<file path="src/design/timer2_params.svh">
// register indices, field positions, reset values and timing counts of the capture/reload timer
`ifndef TIMER2_PARAMS_SVH
`define TIMER2_PARAMS_SVH

// register indices; byte address on the bus is four times the index
`define TMR_IDX_CTRL       8'hc8
`define TMR_IDX_RCAP_LO    8'hca
`define TMR_IDX_RCAP_HI    8'hcb
`define TMR_IDX_CNT_LO     8'hcc
`define TMR_IDX_CNT_HI     8'hcd
`define TMR_IDX_IRQ_STAT   8'hd0
`define TMR_IDX_IRQ_MASK   8'hd1

// control register field positions
`define TMR_CTRL_OVF_BIT   7
`define TMR_CTRL_EXT_BIT   6
`define TMR_CTRL_RXS_BIT   5
`define TMR_CTRL_TXS_BIT   4
`define TMR_CTRL_TEN_BIT   3
`define TMR_CTRL_RUN_BIT   2
`define TMR_CTRL_CNT_BIT   1
`define TMR_CTRL_CAP_BIT   0

// interrupt status and mask field positions
`define TMR_IRQ_OVF_BIT    0
`define TMR_IRQ_EXT_BIT    1

// reset values
`define TMR_CTRL_RST       8'h00
`define TMR_WORD_RST       16'h0000
`define TMR_IRQ_RST        2'h0

// terminal count of the 16-bit counter
`define TMR_CNT_MAX        16'hffff

// core-clock ticks per timer increment in timer function
`define TMR_TICK_DIV       1

`endif

</file>
<file path="src/design/timer2_pkg.sv">
// types shared by the capture/reload timer
package timer2_pkg;

  // control register layout, msb first
  typedef struct packed {
    logic ovf;
    logic ext;
    logic rx_sel;
    logic tx_sel;
    logic trig_en;
    logic run;
    logic cnt_sel;
    logic cap_sel;
  } ctrl_type;

  // 16-bit value held as two software-visible bytes
  typedef struct packed {
    logic [7:0] hi;
    logic [7:0] lo;
  } word_type;

  // interrupt status / mask layout
  typedef struct packed {
    logic ext;
    logic ovf;
  } irq_type;

  typedef enum logic [1:0] {
    MODE_OFF,
    MODE_RELOAD,
    MODE_CAPTURE,
    MODE_BAUD
  } mode_type;

endpackage

</file>
<file path="src/design/timer2_capture_reload.sv">
// 16-bit timer/counter with autoreload, capture and baud tick generation, wishbone slave
`timescale 1ns/100ps
`default_nettype none
`include "timer2_params.svh"

module timer2_capture_reload
  import timer2_pkg::*;
#(
  parameter int TICK_DIV = `TMR_TICK_DIV
) (
  // clock and reset
  input  wire logic        sys_clk,
  input  wire logic        rst,
  // wishbone classic slave
  input  wire logic        wb_cyc_i,
  input  wire logic        wb_stb_i,
  input  wire logic        wb_we_i,
  input  wire logic [9:0]  wb_adr_i,
  input  wire logic [3:0]  wb_sel_i,
  input  wire logic [31:0] wb_dat_i,
  output var  logic [31:0] wb_dat_o,
  output var  logic        wb_ack_o,
  // external pins
  input  wire logic        count_input_pin,
  input  wire logic        trigger_input_pin,
  // serial port clocks
  output var  logic        rx_baud_tick,
  output var  logic        tx_baud_tick,
  // interrupt
  output var  logic        irq
);

  ctrl_type    ctrl_r;
  word_type    count_r;
  word_type    rcap_r;
  irq_type     stat_r;
  irq_type     mask_r;
  logic [15:0] presc_r;
  logic [2:0]  cnt_sync_r;
  logic [2:0]  trig_sync_r;

  mode_type    mode;
  logic [7:0]  idx;
  logic        req;
  logic        wr;
  logic        wr_ctrl;
  logic        cnt_fall;
  logic        trig_fall;
  logic        core_tick;
  logic        tick;
  logic        ovf_evt;
  logic        trig_evt;
  logic        trig_act;
  logic        do_reload;
  logic        do_capture;
  logic        ovf_set;
  ctrl_type    wctrl;
  irq_type     wirq;
  irq_type     irq_set;

  // bus decode; a request is taken once, in the cycle before ack
  assign idx     = wb_adr_i[9:2];
  assign req     = wb_cyc_i & wb_stb_i & ~wb_ack_o;
  assign wr      = req & wb_we_i & wb_sel_i[0];
  assign wr_ctrl = wr & (idx == `TMR_IDX_CTRL);
  assign wctrl   = ctrl_type'(wb_dat_i[7:0]);
  assign wirq    = irq_type'(wb_dat_i[1:0]);

  // mode decode; serial selects override the capture select
  always_comb begin
    if (!ctrl_r.run) begin
      mode = MODE_OFF;
    end else if (ctrl_r.rx_sel | ctrl_r.tx_sel) begin
      mode = MODE_BAUD;
    end else if (ctrl_r.cap_sel) begin
      mode = MODE_CAPTURE;
    end else begin
      mode = MODE_RELOAD;
    end
  end

  // pin synchronisers; the third stage holds the previous sample for edge detection
  always_ff @(posedge sys_clk) begin
    if (rst) begin
      cnt_sync_r  <= 3'h7;
      trig_sync_r <= 3'h7;
    end else begin
      cnt_sync_r  <= {cnt_sync_r[1:0], count_input_pin};
      trig_sync_r <= {trig_sync_r[1:0], trigger_input_pin};
    end
  end

  // one falling edge per sample: previous high, current low
  assign cnt_fall  = cnt_sync_r[2] & ~cnt_sync_r[1];
  assign trig_fall = trig_sync_r[2] & ~trig_sync_r[1];

  // core tick prescaler, only advances while running so a restart is clean
  always_ff @(posedge sys_clk) begin
    if (rst || !ctrl_r.run || core_tick) begin
      presc_r <= 16'h0000;
    end else begin
      presc_r <= 16'(presc_r + 16'h0001);
    end
  end

  assign core_tick = (presc_r == 16'(TICK_DIV - 1));

  // count source and events
  assign tick     = ctrl_r.run & (ctrl_r.cnt_sel ? cnt_fall : core_tick);
  assign ovf_evt  = tick & (count_r == word_type'(`TMR_CNT_MAX));
  assign trig_evt = trig_fall & ctrl_r.trig_en & (mode != MODE_OFF);
  // trigger edges never move the count while the timer clocks the serial port
  assign trig_act = trig_evt & (mode != MODE_BAUD);
  assign do_reload  = (ovf_evt & ((mode == MODE_RELOAD) | (mode == MODE_BAUD)))
                    | (trig_act & (mode == MODE_RELOAD));
  assign do_capture = trig_act & (mode == MODE_CAPTURE);
  assign ovf_set    = ovf_evt & (mode != MODE_BAUD);

  // counter bytes; a software write wins over counting in the same cycle
  always_ff @(posedge sys_clk) begin
    if (rst) begin
      count_r <= word_type'(`TMR_WORD_RST);
    end else if (wr && idx == `TMR_IDX_CNT_LO) begin
      count_r.lo <= wb_dat_i[7:0];
    end else if (wr && idx == `TMR_IDX_CNT_HI) begin
      count_r.hi <= wb_dat_i[7:0];
    end else if (do_reload) begin
      count_r <= rcap_r;
    end else if (tick) begin
      count_r <= word_type'(16'(count_r + 16'h0001));
    end
  end

  // reload/capture pair; a capture is never lost to a coincident write
  always_ff @(posedge sys_clk) begin
    if (rst) begin
      rcap_r <= word_type'(`TMR_WORD_RST);
    end else if (do_capture) begin
      rcap_r.lo <= count_r.lo;
      rcap_r.hi <= count_r.hi;
    end else if (wr && idx == `TMR_IDX_RCAP_LO) begin
      rcap_r.lo <= wb_dat_i[7:0];
    end else if (wr && idx == `TMR_IDX_RCAP_HI) begin
      rcap_r.hi <= wb_dat_i[7:0];
    end
  end

  // control register; hardware setting of a flag wins over a software clear
  always_ff @(posedge sys_clk) begin
    if (rst) begin
      ctrl_r <= ctrl_type'(`TMR_CTRL_RST);
    end else begin
      if (wr_ctrl) begin
        ctrl_r <= wctrl;
      end
      if (ovf_set) begin
        ctrl_r.ovf <= 1'b1;
      end
      if (trig_evt) begin
        ctrl_r.ext <= 1'b1;
      end
    end
  end

  // sticky interrupt status, write one to clear, set wins
  assign irq_set.ovf = ovf_set;
  assign irq_set.ext = trig_evt;

  always_ff @(posedge sys_clk) begin
    if (rst) begin
      stat_r <= irq_type'(`TMR_IRQ_RST);
    end else if (wr && idx == `TMR_IDX_IRQ_STAT) begin
      stat_r <= (stat_r & ~wirq) | irq_set;
    end else begin
      stat_r <= stat_r | irq_set;
    end
  end

  always_ff @(posedge sys_clk) begin
    if (rst) begin
      mask_r <= irq_type'(`TMR_IRQ_RST);
    end else if (wr && idx == `TMR_IDX_IRQ_MASK) begin
      mask_r <= wirq;
    end
  end

  // interrupt level, registered so the pin is glitch free
  always_ff @(posedge sys_clk) begin
    if (rst) begin
      irq <= 1'b0;
    end else begin
      irq <= |(stat_r & mask_r);
    end
  end

  // serial port clocks: one pulse per overflow in baud mode, on each clock whose select bit is set
  always_ff @(posedge sys_clk) begin
    if (rst) begin
      rx_baud_tick <= 1'b0;
      tx_baud_tick <= 1'b0;
    end else begin
      rx_baud_tick <= ovf_evt & (mode == MODE_BAUD) & ctrl_r.rx_sel;
      tx_baud_tick <= ovf_evt & (mode == MODE_BAUD) & ctrl_r.tx_sel;
    end
  end

  // bus answer: ack one cycle after the request, read data with it; unmapped reads zero
  always_ff @(posedge sys_clk) begin
    if (rst) begin
      wb_ack_o <= 1'b0;
      wb_dat_o <= 32'h0000_0000;
    end else begin
      wb_ack_o <= req;
      wb_dat_o <= 32'h0000_0000;
      if (req && !wb_we_i) begin
        unique case (idx)
          `TMR_IDX_CTRL:     wb_dat_o[7:0] <= ctrl_r;
          `TMR_IDX_RCAP_LO:  wb_dat_o[7:0] <= rcap_r.lo;
          `TMR_IDX_RCAP_HI:  wb_dat_o[7:0] <= rcap_r.hi;
          `TMR_IDX_CNT_LO:   wb_dat_o[7:0] <= count_r.lo;
          `TMR_IDX_CNT_HI:   wb_dat_o[7:0] <= count_r.hi;
          `TMR_IDX_IRQ_STAT: wb_dat_o[1:0] <= stat_r;
          `TMR_IDX_IRQ_MASK: wb_dat_o[1:0] <= mask_r;
          default:           wb_dat_o      <= 32'h0000_0000;
        endcase
      end
    end
  end
endmodule
`default_nettype wire

</file>
<file path="config.mk">
export PLATFORM = sky130hd
export DESIGN_NAME = timer2_capture_reload
export DESIGN_NICKNAME = d
export VERILOG_FILES = /design/src/design/timer2_pkg.sv /design/src/design/timer2_capture_reload.sv
export VERILOG_INCLUDE_DIRS = /design/src /design/src/design
export SDC_FILE = /design/constraint.sdc
export NUM_CORES = 1
export LEC_CHECK = 0
export BUFFER_PORTS_ARGS = -buffer_cell sky130_fd_sc_hd__buf_2
export CAP_MARGIN = 10
export CORE_ASPECT_RATIO = 1.75
export CORE_UTILIZATION = 49
export CTS_CLUSTER_SIZE = 24
export DETAILED_ROUTE_END_ITERATION = 6
export PLACE_DENSITY = 0.76
export SYNTH_ARGS = -nofsm -noshare
export SYNTH_HDL_FRONTEND = slang
export SYNTH_SLANG_ARGS = --single-unit
</file>
<file path="constraint.sdc">
create_clock -name sys_clk -period 2.15 [get_ports sys_clk]
set_clock_uncertainty 0.1 [all_clocks]
set_input_delay 0.3225 -clock sys_clk [delete_from_list [all_inputs] [get_ports sys_clk]]
set_output_delay 0.3225 -clock sys_clk [all_outputs]
set_load 0.02 [all_outputs]
</file>
======== Word-level counts from Yosys, hierarchy flattened ========
Index checks and enable logic that the tools add are counted.
word-level totals
  register bits after elaboration ......... 102
  bits of input ports ..................... 53
  output and inout bits ................... 36
  word-level logic and storage cells ...... 116
cells by class
  add/subtract/negate cells ............... 2
  equal/unequal tests ..................... 14
  mux-type cells .......................... 19
  bitwise logic cells ..................... 32
  reduce and logical (&&, ||, !) cells .... 24
operator list
  cell                     count
  $eq A8 B8 Y1 const B     7
  $mux W8                  7
  $mux W16                 3
  $add A16 B1 Y16 const B  2
  $pmux W6 S5              1
  $and A1 B1 Y1            19
  $eq A16 B16 Y1 const B   1
  $logic_not A16 Y1        1
  $pmux W2 S7              1
  $reduce_bool A2 Y1       5
  $mux W2                  4
  $logic_and A1 B1 Y1      7
  $ne A2 B2 Y1 const B     3
  $reduce_and A2 Y1        3
  $reduce_bool A3 Y1       2
  $not A1 Y1               5
  $and A2 B2 Y2            2
  $eq A2 B2 Y1 const B     2
  $or A2 B2 Y2             2
  $reduce_or A2 Y1         2
  $mux W1                  3
  $or A1 B1 Y1             3
  $eq A2 B1 Y1 const B     1
  $logic_not A1 Y1         2
  other kinds (2)          3

======== Longest topological paths before layout ========
Gate-level depths: netlist (run 1).
  word-level depth ........................ 11
  gate-level depth with buffers ........... 10
  mapped depth without buffers ............ 8

======== Worst setup path after synthesis (run 1) ========
OpenSTA, ideal clock, no wires.
  path type ............................... register -> register
  start ................................... reg presc_r[0]
  end ..................................... reg count_r[8] (netlist name)
  arrival ................................. 1.960 ns
  required time ........................... 1.990 ns
  path slack .............................. 0.030 ns
  cell stages (with the launch flop) ...... 11
  path buffers ............................ 2
  clock period less this slack ............ 2.120 ns
  cell sequence ........................... dfxtp_1 > inv_1 > ha_1 > nor4b_2 > a41o_2 > nor2_1 > or3_1 > buf_4 > buf_6 > a211oi_2 > a221o_1
between the ends
  longest elaborated chain between the ends .. 8
  elaborated cells between the ends (all ways) .. 10
  those cells by class .................... mux: 3; bitwise: 4; reduce/logical: 3
ends and longest elaborated chain
  what                                                                    RTL line                      text
  start: declaration                                                      timer2_capture_reload.sv:38   logic [15:0] presc_r;
  start signal: assignment                                                timer2_capture_reload.sv:102  presc_r <= 16'(presc_r + 16'h0001);
  $logic_not A16 Y1 *                                                     timer2_capture_reload.sv:106  assign core_tick = (presc_r == 16'(TICK_DIV - 1));
  $mux W1 *                                                               timer2_capture_reload.sv:109  assign tick = ctrl_r.run & (ctrl_r.cnt_sel ? cnt_fall : core_tick);
  $and A1 B1 Y1 *                                                         timer2_capture_reload.sv:109
  $and A1 B1 Y1                                                           timer2_capture_reload.sv:110  assign ovf_evt = tick & (count_r == word_type'(`TMR_CNT_MAX));
  $and A1 B1 Y1                                                           timer2_capture_reload.sv:114  assign do_reload = (ovf_evt & ((mode == MODE_RELOAD) | (mode == MODE_BAUD)))
  $or A1 B1 Y1                                                            timer2_capture_reload.sv:115  | (trig_act & (mode == MODE_RELOAD));
  $reduce_bool A3 Y1 (no source line) / $mux W16 (equally long branches)  -
  $reduce_and A2 Y1 (no source line) / $mux W8 (equally long branches)    -
  end signal: assignment                                                  timer2_capture_reload.sv:122  count_r <= word_type'(`TMR_WORD_RST);
  end signal: assignment                                                  timer2_capture_reload.sv:128  count_r <= rcap_r;
  end signal: assignment                                                  timer2_capture_reload.sv:130  count_r <= word_type'(16'(count_r + 16'h0001));
  end: declaration                                                        timer2_capture_reload.sv:34   word_type count_r;
Every way passes the cells marked *; elsewhere a longest branch is shown, timed or not.
A chain may end at the register's enable or synchronous reset.

======== Final worst setup path (run 1) ========
  start ................................... reg presc_r[0]
  end ..................................... reg count_r[0] (netlist name)
between the ends
  longest elaborated chain between the ends .. 9
  elaborated cells between the ends (all ways) .. 11
  those cells by class .................... mux: 4; bitwise: 4; reduce/logical: 3
ends and longest elaborated chain
  what                 RTL line                      text
  $logic_not A16 Y1 *  timer2_capture_reload.sv:106
  $mux W1 *            timer2_capture_reload.sv:109
  $and A1 B1 Y1 *      timer2_capture_reload.sv:109
  $and A1 B1 Y1        timer2_capture_reload.sv:110
  $and A1 B1 Y1        timer2_capture_reload.sv:114
  $or A1 B1 Y1         timer2_capture_reload.sv:115
  $mux W16             timer2_capture_reload.sv:127  end else if (do_reload) begin
  $mux W8              timer2_capture_reload.sv:125  end else if (wr && idx == `TMR_IDX_CNT_HI) begin
  $mux W8              timer2_capture_reload.sv:123  end else if (wr && idx == `TMR_IDX_CNT_LO) begin
Every way passes the cells marked *; elsewhere a longest branch is shown, timed or not. The select of a mux whose other input is x is not followed.

==> impl_metrics.json, run 1 <==
{
  "rows": 44,
  "drc": 0,
  "dr_total_vias": 4214,
  "power_mw": 3.21,
  "clockBufferDepth": 2,
  "finalCriticalPeriod_ns": 2.22,
  "drive_gt1_share_pct": 34.1,
  "clkTransAtPathRegs_ns": 0.06,
  "intPower_mw": 2.50,
  "max_cap_violations": 0,
  "pin_count": 89,
  "grt_setup_unrepaired": "true",
  "slowest_delay_ns": 0.32,
  "switching_share_pct": 22.2,
  "wl_per_cell_um": 19.3,
  "ys_ff_latch": 78,
  "numCtsBuffers": 9,
  "synth_edf_count": 0,
  "portBuffers": 35,
  "fin_area_mm2": 0.00539,
  "initial_core_util_pct": 50.4,
  "hold_viol": 0,
  "synth_top_cell_area_share_pct": 37.5,
  "overflow": 0,
  "syn_to_final_growth_pct": 29.7,
  "seq_power_share_pct": 45.2,
  "async_reset_ff_share_pct": 0,
  "grt_pass1_vias": 3931,
  "firstDrtPassIters": 5,
  "vdd_drop_max_uv": 407,
  "final_nets": 633,
  "synth_top_area_cell": "dfxtp_1",
  "p_clk_share_pct": 50.2,
  "relSlewSlack_pct": 50.3,
  "netlist_instances": 482,
  "finalSetupViolCount": 12,
  "critPathArrivalTime_ns": 2.37,
  "critPathRequiredTime_ns": 2.30,
  "synth_area_mm2": 0.00416,
  "drt-total-wl_um": 13000,
  "leakagePower_nw": 2.16,
  "powerDensity_mw_per_mm2": 596,
  "path_class": "flip-flop to flip-flop",
  "pwr-share-comb_pct": 4.6,
  "post-route-period-util_pct": 103,
  "htree_levels": 3,
  "place_area_mm2": 0.00471,
  "drt_iter0_markers": 335,
  "ys_warn_count": 0,
  "hold_ws_ns": 0.0601,
  "drv_slew": 0,
  "viasPerCell": 6.26,
  "setup_slack_ns": -0.0659,
  "status": "complete, but fails checks",
  "core_mm2": 0.00826,
  "root_buffer": "clkbuf_16",
  "hpwl_um": 8940,
  "worst_pin_slew_ns": 0.739,
  "endpoint_kind": "flip-flop",
  "antenna_cells": 0,
  "gp_congestion": 0.970,
  "hp-class": "input port to flip-flop",
  "violations": "negative setup slack",
  "fmaxAchievable_mhz": 451,
  "drt.antenna.violating_nets": 0,
  "die_area_mm2": 0.00887,
  "slowest_stage": "dfxtp_2",
  "crit_path_max_fanout": 7,
  "grt_usage_pct": 29.6,
  "synth_flop_cell": "dfxtp_1",
  "crit_chain": "inv_2 > ha_2 > nor4b_4 > a41o_2 > buf_6 > a41oi_4 > buf_12 > nor4b_2 > a211oi_2 > o22ai_1",
  "antenna_found_initial": 0,
  "worstSkewPairLatency_ns": 0.34,
  "cts_sinks": 78,
  "startpoint_type": "flip-flop",
  "dieWidth_um": 71.6,
  "power.switching_mw": 0.712,
  "synth.distinct_cells": 57,
  "grt_pass1_wl_um": 19700,
  "die_h_um": 124,
  "grt_max_degree": 41,
  "ys_seq_area_share_pct": 37.5,
  "synth.avg_cell_area_um2": 8.63,
  "synthTopCellsByArea": "dfxtp_1 (38%), nor2_1 (5.0%), buf_4 (4.7%)",
  "cts_tree": "yes"
}
[flip-flops by register name, indices dropped and copies added (netlist names), 2 cells and up]
name / flops
presc_r: 16
mask_r: 2
rcap_r: 16
stat_r: 2
count_r: 16
ctrl_r: 8
wb_dat_o: 8
trig_sync_r: 3
cnt_sync_r: 3
[worst max-delay path: cells and delay by family (launching register included)]
family	cells	cell delay, ns
adders and majority gates	1	0.15
buffers and inverters	3	0.33
and+or+nand+nor	2	0.55
AOI/OAI and AO/OA	4	0.68
DFF	1	0.32
[synth_stat cells, drive strengths merged (4+ instances only)]
master   n
nand4    9
nor4     6
nor2    55
buf     37
or3      4
a211oi   8
xor2    15
and2     4
clkbuf  16
o21ai   13
a21oi   24
and3     4
mux2    10
a22oi   21
a221o    8
nor3     7
inv      4
nor3b    4
xnor2   11
dfxtp   78
a311oi  16
mux2i   11
nand2   42
or2      8
nand3   35
[layer usage]
metal  GRT usage [%]  wire (um)  share of wire, %
met5               0          0                 0
met4            22.5       1080               8.3
met3            6.15        745               5.7
met2            53.1       6790                52
met1            29.4       4410                34
[layout by cell type (no fill, tap or decap), types with 3 or more instances in the layout]
master     Yosys  final
nand3_1       35     34
nor2_4         0      6
buf_12         0      3
o21ai_1        1      3
nor2_1        55     47
clkbuf_16      0      9
buf_4         26     68
a211oi_2       2      7
nand2_1       42     42
o21ai_0       12      5
a221o_1        8      8
a311oi_1      16     16
nand3b_1       3      3
or2_2          7      7
dfxtp_1       78     73
mux2i_1       11      8
buf_6          2      7
nor3b_1        3      3
a22oi_1       21     20
a21oi_1       24     23
xnor2_1       11     11
and3_1         4      4
conb_1         1     24
nand2b_1       3      3
nand4_1        9      9
or3_1          4      3
o21ai_2        0      5
mux2_2        10     10
buf_2          8     35
xor2_1        15     15
and2_1         3      3
dfxtp_2        0      5
nor3_1         7      7
[final cells by class]
cell class / count / area, um^2
clock inverter: 6 / 86.3
multi-input combinational: 370 / 2540
tap: 92 / 115
clock buffer: 9 / 225
sequential: 78 / 1570
inverter: 4 / 15.0
fill: 647 / 2860
timing repair buffer: 114 / 840
[logic make-up after synthesis]
group,Yosys count,synth area share [%]
compound gates,101,18.1
xor+xnor,26,5.48
other cells,1,0.0902
simple gates,195,24.5
buf+inv,57,8.09
mux,21,5.36
fa+ha+maj,3,0.903
flops,78,37.5
[through the flow]
stage | setup TNS, ns | setup slack (ns) | cells | utilization, %
after floorplan | 0 | 0.0303 | 505 | -
after global placement | -0.718 | -0.0821 | 644 | 57.1
after detailed placement | -1.67 | -0.156 | 644 | 57.1
after CTS | -0.301 | -0.0550 | 669 | 62.9
after global routing | -1.70 | -0.148 | 673 | 65.3
final | -0.440 | -0.0659 | 673 | 65.3
[what timing repair did]
action | 4_1_cts | 5_1_grt
gates resized for setup | 27 | 45
pin swaps | 3 | 17
cloned | 1 | 0
hold buffers | 0 | 0
setup buffers | 9 | 7
endpoints found under the setup margin | 14 | 19
[power by group through the flow]
stage               registers, mW  clock network, mW  logic (mW)
floorplan                    1.48                  0       0.113
global placement             1.48                  0       0.138
detailed placement           1.48                  0       0.140
CTS                          1.45               1.62       0.141
global route                 1.45               1.69       0.156
finish                       1.45               1.61       0.147
[final timing paths]
path	slack, ns	cells past startpoint	from	end
max	-0.07	10	presc_r[0]	count_r[0]
min	0.06	2	count_input_pin	cnt_sync_r[0]
max reg2reg	-0.07	10	presc_r[0]	count_r[0]
min reg2reg	0.31	1	trig_sync_r[0]	trig_sync_r[1]
(Power assumes the default switching activity.)
==> inputs of run 2 (changes only) <==
--- a/config.mk
+++ b/config.mk
@@ -6,10 +6,11 @@
 export SDC_FILE = /design/constraint.sdc
 export NUM_CORES = 1
 export LEC_CHECK = 0
+export ABC_AREA = 1
 export BUFFER_PORTS_ARGS = -buffer_cell sky130_fd_sc_hd__buf_2
-export CAP_MARGIN = 10
+export CAP_MARGIN = 15
 export CORE_ASPECT_RATIO = 1.75
-export CORE_UTILIZATION = 49
+export CORE_UTILIZATION = 50
 export CTS_CLUSTER_SIZE = 24
 export DETAILED_ROUTE_END_ITERATION = 6
 export PLACE_DENSITY = 0.76
==> run 2 against run 1 <==
Effect of this change: the flow now finishes without violations; area after synthesis up 6.7%; sequential power about the same; via count up 9.0%; combinational power down 5%; synthesized cell count up 36%; global-route usage up 3.0 points; die area up 4.5%; register-to-register slack better by 0.18 ns; design area down 1.1%; final cell count up 28%; flip-flop and latch count unchanged; sequential share of layout area up 0.22 points.
==> impl_metrics.json, run 2 <==
{
  "status": "finished, final reports clean",
  "startpoint_type": "flip-flop",
  "synth_top_cell_area_share_pct": 35.2,
  "min_to": "cnt_sync_r[0]",
  "crit_family": "simple AND/OR/NAND/NOR gates",
  "ys_seq_area_share_pct": 35.2,
  "antenna_found_initial": 0,
  "setup_slack_ns": 0.115,
  "powerDensity_mw_per_mm2": 630,
  "post-route-period-util_pct": 94.6,
  "gp_congestion": 0.955,
  "firstDrtPassIters": 5,
  "grt_pass1_wl_um": 22000,
  "power_mw": 3.36,
  "netlist_instances": 656,
  "rrSetupSlack_ns": 0.12,
  "crit_top_cell": "nand2_1",
  "drt.antenna.violating_nets": 0,
  "setup_tns_ns": 0,
  "crit_chain": "ha_1 > nand2_1 > inv_1 > nand2_1 > nor3b_2 > nand2_2 > nor3_4 > nand2_1 > nor2_2 > nand2_1 > o21ai_1 > nor2_1",
  "ys_warn_count": 0,
  "grt_pass1_vias": 4383,
  "hp-start": "count_input_pin",
  "die_area_mm2": 0.00927,
  "pin_count": 89,
  "worst_pin_slew_ns": 0.627,
  "final_nets": 795,
  "drv_slew": 0,
  "r2r_cells": 12,
  "dr_total_vias": 4595,
  "slowest_stage": "dfxtp_1",
  "cts.hold.buffers_added": 0,
  "relSlewSlack_pct": 58.1,
  "slowest_delay_ns": 0.35,
  "dp.cells": 841,
  "post-route-util_pct": 61.5,
  "die_h_um": 127,
  "layout.cells.non_filler": 860,
  "drive_gt1_share_pct": 19.5,
  "ys_ff_latch": 78,
  "synth_most_common_cell": "nand2_1",
  "hold_viol": 0,
  "critPathArrivalTime_ns": 2.16,
  "syn_to_final_growth_pct": 20.2,
  "dp_slack_ns": 0.0489,
  "grt_usage_pct": 32.6,
  "hpwl_um": 11300,
  "finalSetupViolCount": 0,
  "cts_tree": "yes",
  "htree_levels": 3,
  "finalCriticalPeriod_ns": 2.03,
  "wl_per_cell_um": 16.9,
  "grt_max_degree": 18,
  "r2r_end": "presc_r[14]",
  "synth.avg_cell_area_um2": 6.77,
  "hold_ws_ns": 0.0650,
  "synth.distinct_cells": 46,
  "numCtsBuffers": 9,
  "max_cap_violations": 0,
  "initial_core_util_pct": 51.2,
  "synth_top_area_cell": "dfxtp_1",
  "cts_sinks": 78,
  "endpoint_kind": "flip-flop",
  "synth_area_mm2": 0.00444,
  "crit_cells": 12,
  "root_buffer": "clkbuf_16",
  "drt-total-wl_um": 14500,
  "portBuffers": 35,
  "async_reset_ff_share_pct": 0,
  "overflow": 0,
  "clkTransAtPathRegs_ns": 0.06,
  "clockBufferDepth": 2,
  "drc": 0,
  "crit_buf_inv": 1,
  "drt_iter0_markers": 319,
  "worstSkewPairLatency_ns": 0.34,
  "viasPerCell": 5.34,
  "synth_flop_cell": "dfxtp_1",
  "synth_edf_count": 0,
  "vdd_drop_max_uv": 417,
  "rows": 45,
  "layout_commonest_cell": "nand2_1",
  "place_area_mm2": 0.00491,
  "reg_top3": "count_r: 16 flops, presc_r: 16 flops, rcap_r: 16 flops",
  "netlist_top_cells_count": "nand2_1 (177), dfxtp_1 (78), inv_1 (69)",
  "fin_area_mm2": 0.00534,
  "final_cell_mix": "nand2_1 (175), dfxtp_1 (77), inv_1 (69)",
  "fmaxAchievable_mhz": 491,
  "leakagePower_nw": 2.35,
  "holdPathStages": 2,
  "synthTopCellsByArea": "dfxtp_1 (35%), nand2_1 (15%), a21oi_1 (6.1%)",
  "crit_path_max_fanout": 3,
  "critPathRequiredTime_ns": 2.28,
  "hp-class": "input port to flip-flop",
  "antenna_cells": 0,
  "path_class": "flip-flop to flip-flop",
  "dieWidth_um": 73.2,
  "core_mm2": 0.00867,
  "timing.rr.start": "presc_r[1]"
}
## run 2: logic make-up (layout without fill, tap and decap cells)
logic type | after synthesis | after routing | share of synthesized area, %
xor gates and xnor gates | 13 | 13 | 2.57
DFF | 78 | 78 | 35.2
buffers and inverters | 111 | 175 | 12.7
AOI/OAI and AO/OA | 120 | 120 | 15.8
other | 1 | 24 | 0.0845
and+or+nand+nor | 330 | 330 | 32.7
adders and majority gates | 3 | 3 | 0.846
## run 2: timing repair
action	in CTS	in global routing
gates resized for setup	0	13
buffers inserted	1	3
pin swaps	1	3
endpoints found under the setup margin	1	15
## run 2: per-layer routing
layer	wire length [um]	vias to the layer above	track usage (%)
li1	-	2242	-
met1	5090	2108	32.8
met2	7620	189	58.1
met3	776	56	5.40
met4	1040	0	24.5
met5	0	-	0
## run 2: worst max path at each step
stage / start / end / slack [ns]
global route: presc_r[1] / presc_r[14] / -0.004
CTS: presc_r[0] / presc_r[14] / 0.001
detailed placement: presc_r[0] / count_r[9] / 0.05
floorplan: presc_r[0] / presc_r[14] / 0.31
global placement: presc_r[0] / count_r[9] / 0.09
finish: presc_r[1] / presc_r[14] / 0.12
## run 2: layout make-up
class                      count  area (um^2)
fill                         868         3330
multi-input combinational    490         2440
sequential                    78         1560
timing repair buffer          87          569
inverter                      73          274
clock buffer                  10          239
tap                          117          146
clock inverter                 5          106
## run 2: report_power, final
part / internal, mW / switching [mW]
clock network: 1.16 / 0.606
registers: 1.45 / 0.00147
logic: 0.0327 / 0.107
total: 2.65 / 0.715
==> inputs of run 3 (changes only) <==
--- a/config.mk
+++ b/config.mk
@@ -13,7 +13,7 @@
 export CORE_UTILIZATION = 50
 export CTS_CLUSTER_SIZE = 24
 export DETAILED_ROUTE_END_ITERATION = 6
-export PLACE_DENSITY = 0.76
+export PLACE_DENSITY = 0.74
 export SYNTH_ARGS = -nofsm -noshare
 export SYNTH_HDL_FRONTEND = slang
 export SYNTH_SLANG_ARGS = --single-unit
==> run 3 against run 2 <==
Effect of this change: total power decreased by 1.4%; non-clock buffer count increased by 1; fmax decreased by 0.40%; via count increased by 0.89%; utilization increased by 0.52 points; clock-buffer cell count decreased by 1; critical endpoint unchanged; flip-flop and latch count unchanged; final cell count increased by 0.12%; sequential power about the same; global-route usage decreased by 0.81 points; first-iteration DRC count increased by 3.1%.
==> impl_metrics.json, run 3 (synthesis gave the netlist of run 2 again) <==
{
  "status": "finished, final reports clean",
  "path_class": "flip-flop to flip-flop",
  "hold_ws_ns": 0.0645,
  "finalCriticalPeriod_ns": 2.04,
  "root_buffer": "clkbuf_16",
  "clkTransAtPathRegs_ns": 0.06,
  "endpoint_kind": "flip-flop",
  "htree_levels": 3,
  "cts_tree": "yes",
  "drt-total-wl_um": 14400,
  "leakagePower_nw": 2.37,
  "final_cell_mix": "nand2_1 (173), dfxtp_1 (77), inv_1 (68)",
  "viasPerCell": 5.38,
  "hp-class": "input port to flip-flop",
  "power_mw": 3.31,
  "max_cap_violations": 0,
  "finalSetupViolCount": 0,
  "grt_max_degree": 29,
  "antenna_found_initial": 0,
  "grt_pass1_wl_um": 21500,
  "grt_pass1_vias": 4400,
  "setup_tns_ns": 0,
  "relSlewSlack_pct": 57.4,
  "place_area_mm2": 0.00491,
  "antenna_cells": 0,
  "crit_path_max_fanout": 3,
  "seqCellArea_mm2": 0.00156,
  "critPathArrivalTime_ns": 2.17,
  "final_nets": 796,
  "pin_count": 89,
  "cts_sinks": 78,
  "dr_total_vias": 4636,
  "worstSkewPairLatency_ns": 0.34,
  "fillers": 863,
  "drc": 0,
  "gp_congestion": 0.964,
  "die_h_um": 127,
  "critPathRequiredTime_ns": 2.28,
  "rows": 45,
  "startpoint_type": "flip-flop",
  "dieWidth_um": 73.2,
  "syn_to_final_growth_pct": 21.3,
  "multi_input_area_mm2": 0.00248,
  "reg_top3": "count_r: 16 flops, presc_r: 16 flops, rcap_r: 16 flops",
  "powerDensity_mw_per_mm2": 616,
  "layout_commonest_cell": "nand2_1",
  "firstDrtPassIters": 5,
  "overflow": 0,
  "drv_slew": 0,
  "wl_per_cell_um": 16.7,
  "fin_area_mm2": 0.00538,
  "drt.antenna.violating_nets": 0,
  "fmaxAchievable_mhz": 489,
  "hold_viol": 0,
  "grt_usage_pct": 31.8,
  "numCtsBuffers": 9,
  "portBuffers": 35,
  "initial_core_util_pct": 51.2,
  "clockBufferDepth": 2,
  "die_area_mm2": 0.00927,
  "drt_iter0_markers": 329,
  "core_mm2": 0.00867,
  "drive_gt1_share_pct": 20.4,
  "hpwl_um": 11100,
  "vdd_drop_max_uv": 387,
  "post-route-period-util_pct": 95.0,
  "worst_pin_slew_ns": 0.638
}
run 3: changes by cell type in the layout (fill, tap and decap cells not counted), sizes merged:
cell / before / now
clkinv: 2 / 4
buf: 87 / 88
clkbuf: 10 / 9
inv: 72 / 71
run 3: layer usage:
metal / wire (um) / up-vias / GRT usage, % / share of wire [%]
met4: 1300 / 0 / 27.6 / 9.0
met5: 0 / - / 0 / 0
met3: 637 / 75 / 4.29 / 4.4
met2: 7530 / 175 / 56.9 / 52
li1: - / 2252 / - / -
met1: 4960 / 2134 / 30.7 / 34
run 3: worst paths after layout:
kind,start,to,slack (ns),cells past startpoint
worst max-delay path,presc_r[0],presc_r[14],0.11,13
worst min-delay path,count_input_pin,cnt_sync_r[0],0.06,2
worst max register to register,presc_r[0],presc_r[14],0.11,13
worst min register to register,trig_sync_r[0],trig_sync_r[1],0.31,1
run 3: final cells by class:
class / count / share of cell area, %
Timing Repair Buffer: 88 / 10.7
Clock buffer: 9 / 4.19
Clock inverter: 6 / 2.07
Tap cell: 117 / 2.72
Multi-Input combinational cell: 490 / 46.2
Inverter: 73 / 5.09
Sequential cell: 78 / 29.0
run 3: power breakdown:
group | switching (mW) | internal [mW] | total, mW
sequential | 0.00160 | 1.45 | 1.45
combinational | 0.108 | 0.0314 | 0.140
clock | 0.595 | 1.13 | 1.72
total | 0.705 | 2.61 | 3.31
run 3: stage by stage:
step | utilization (%) | instances | setup slack [ns]
3_3_place_gp | 56.7 | 841 | -0.0108
4_1_cts | 60.7 | 857 | 0.0418
2_1_floorplan | - | 679 | 0.312
5_1_grt | 62.1 | 861 | -0.0226
3_5_place_dp | 56.7 | 841 | -0.00942
6_report | 62.1 | 861 | 0.107
run 3: worst max-delay path, stage by stage (launching register included):
cell     delay (ns)
dfxtp_2        0.33
buf_6          0.11
ha_4           0.12
nand2_1        0.06
inv_2          0.06
nand2_2        0.06
nor3b_4        0.22
nand2_2        0.11
nor3_4         0.21
nand2_1        0.10
nor2_2         0.19
nand2_1        0.08
o21ai_1        0.14
nor2_1         0.05
run 3: timing repair:
action / 4_1_cts / 5_1_grt
hold endpoints to repair: 0 / 0
setup endpoints to repair: 2 / 12
gates resized for setup: 2 / 20
hold buffers: 0 / 0
pin swaps: 1 / 9
buffers inserted: 1 / 4
gates cloned: 0 / 0
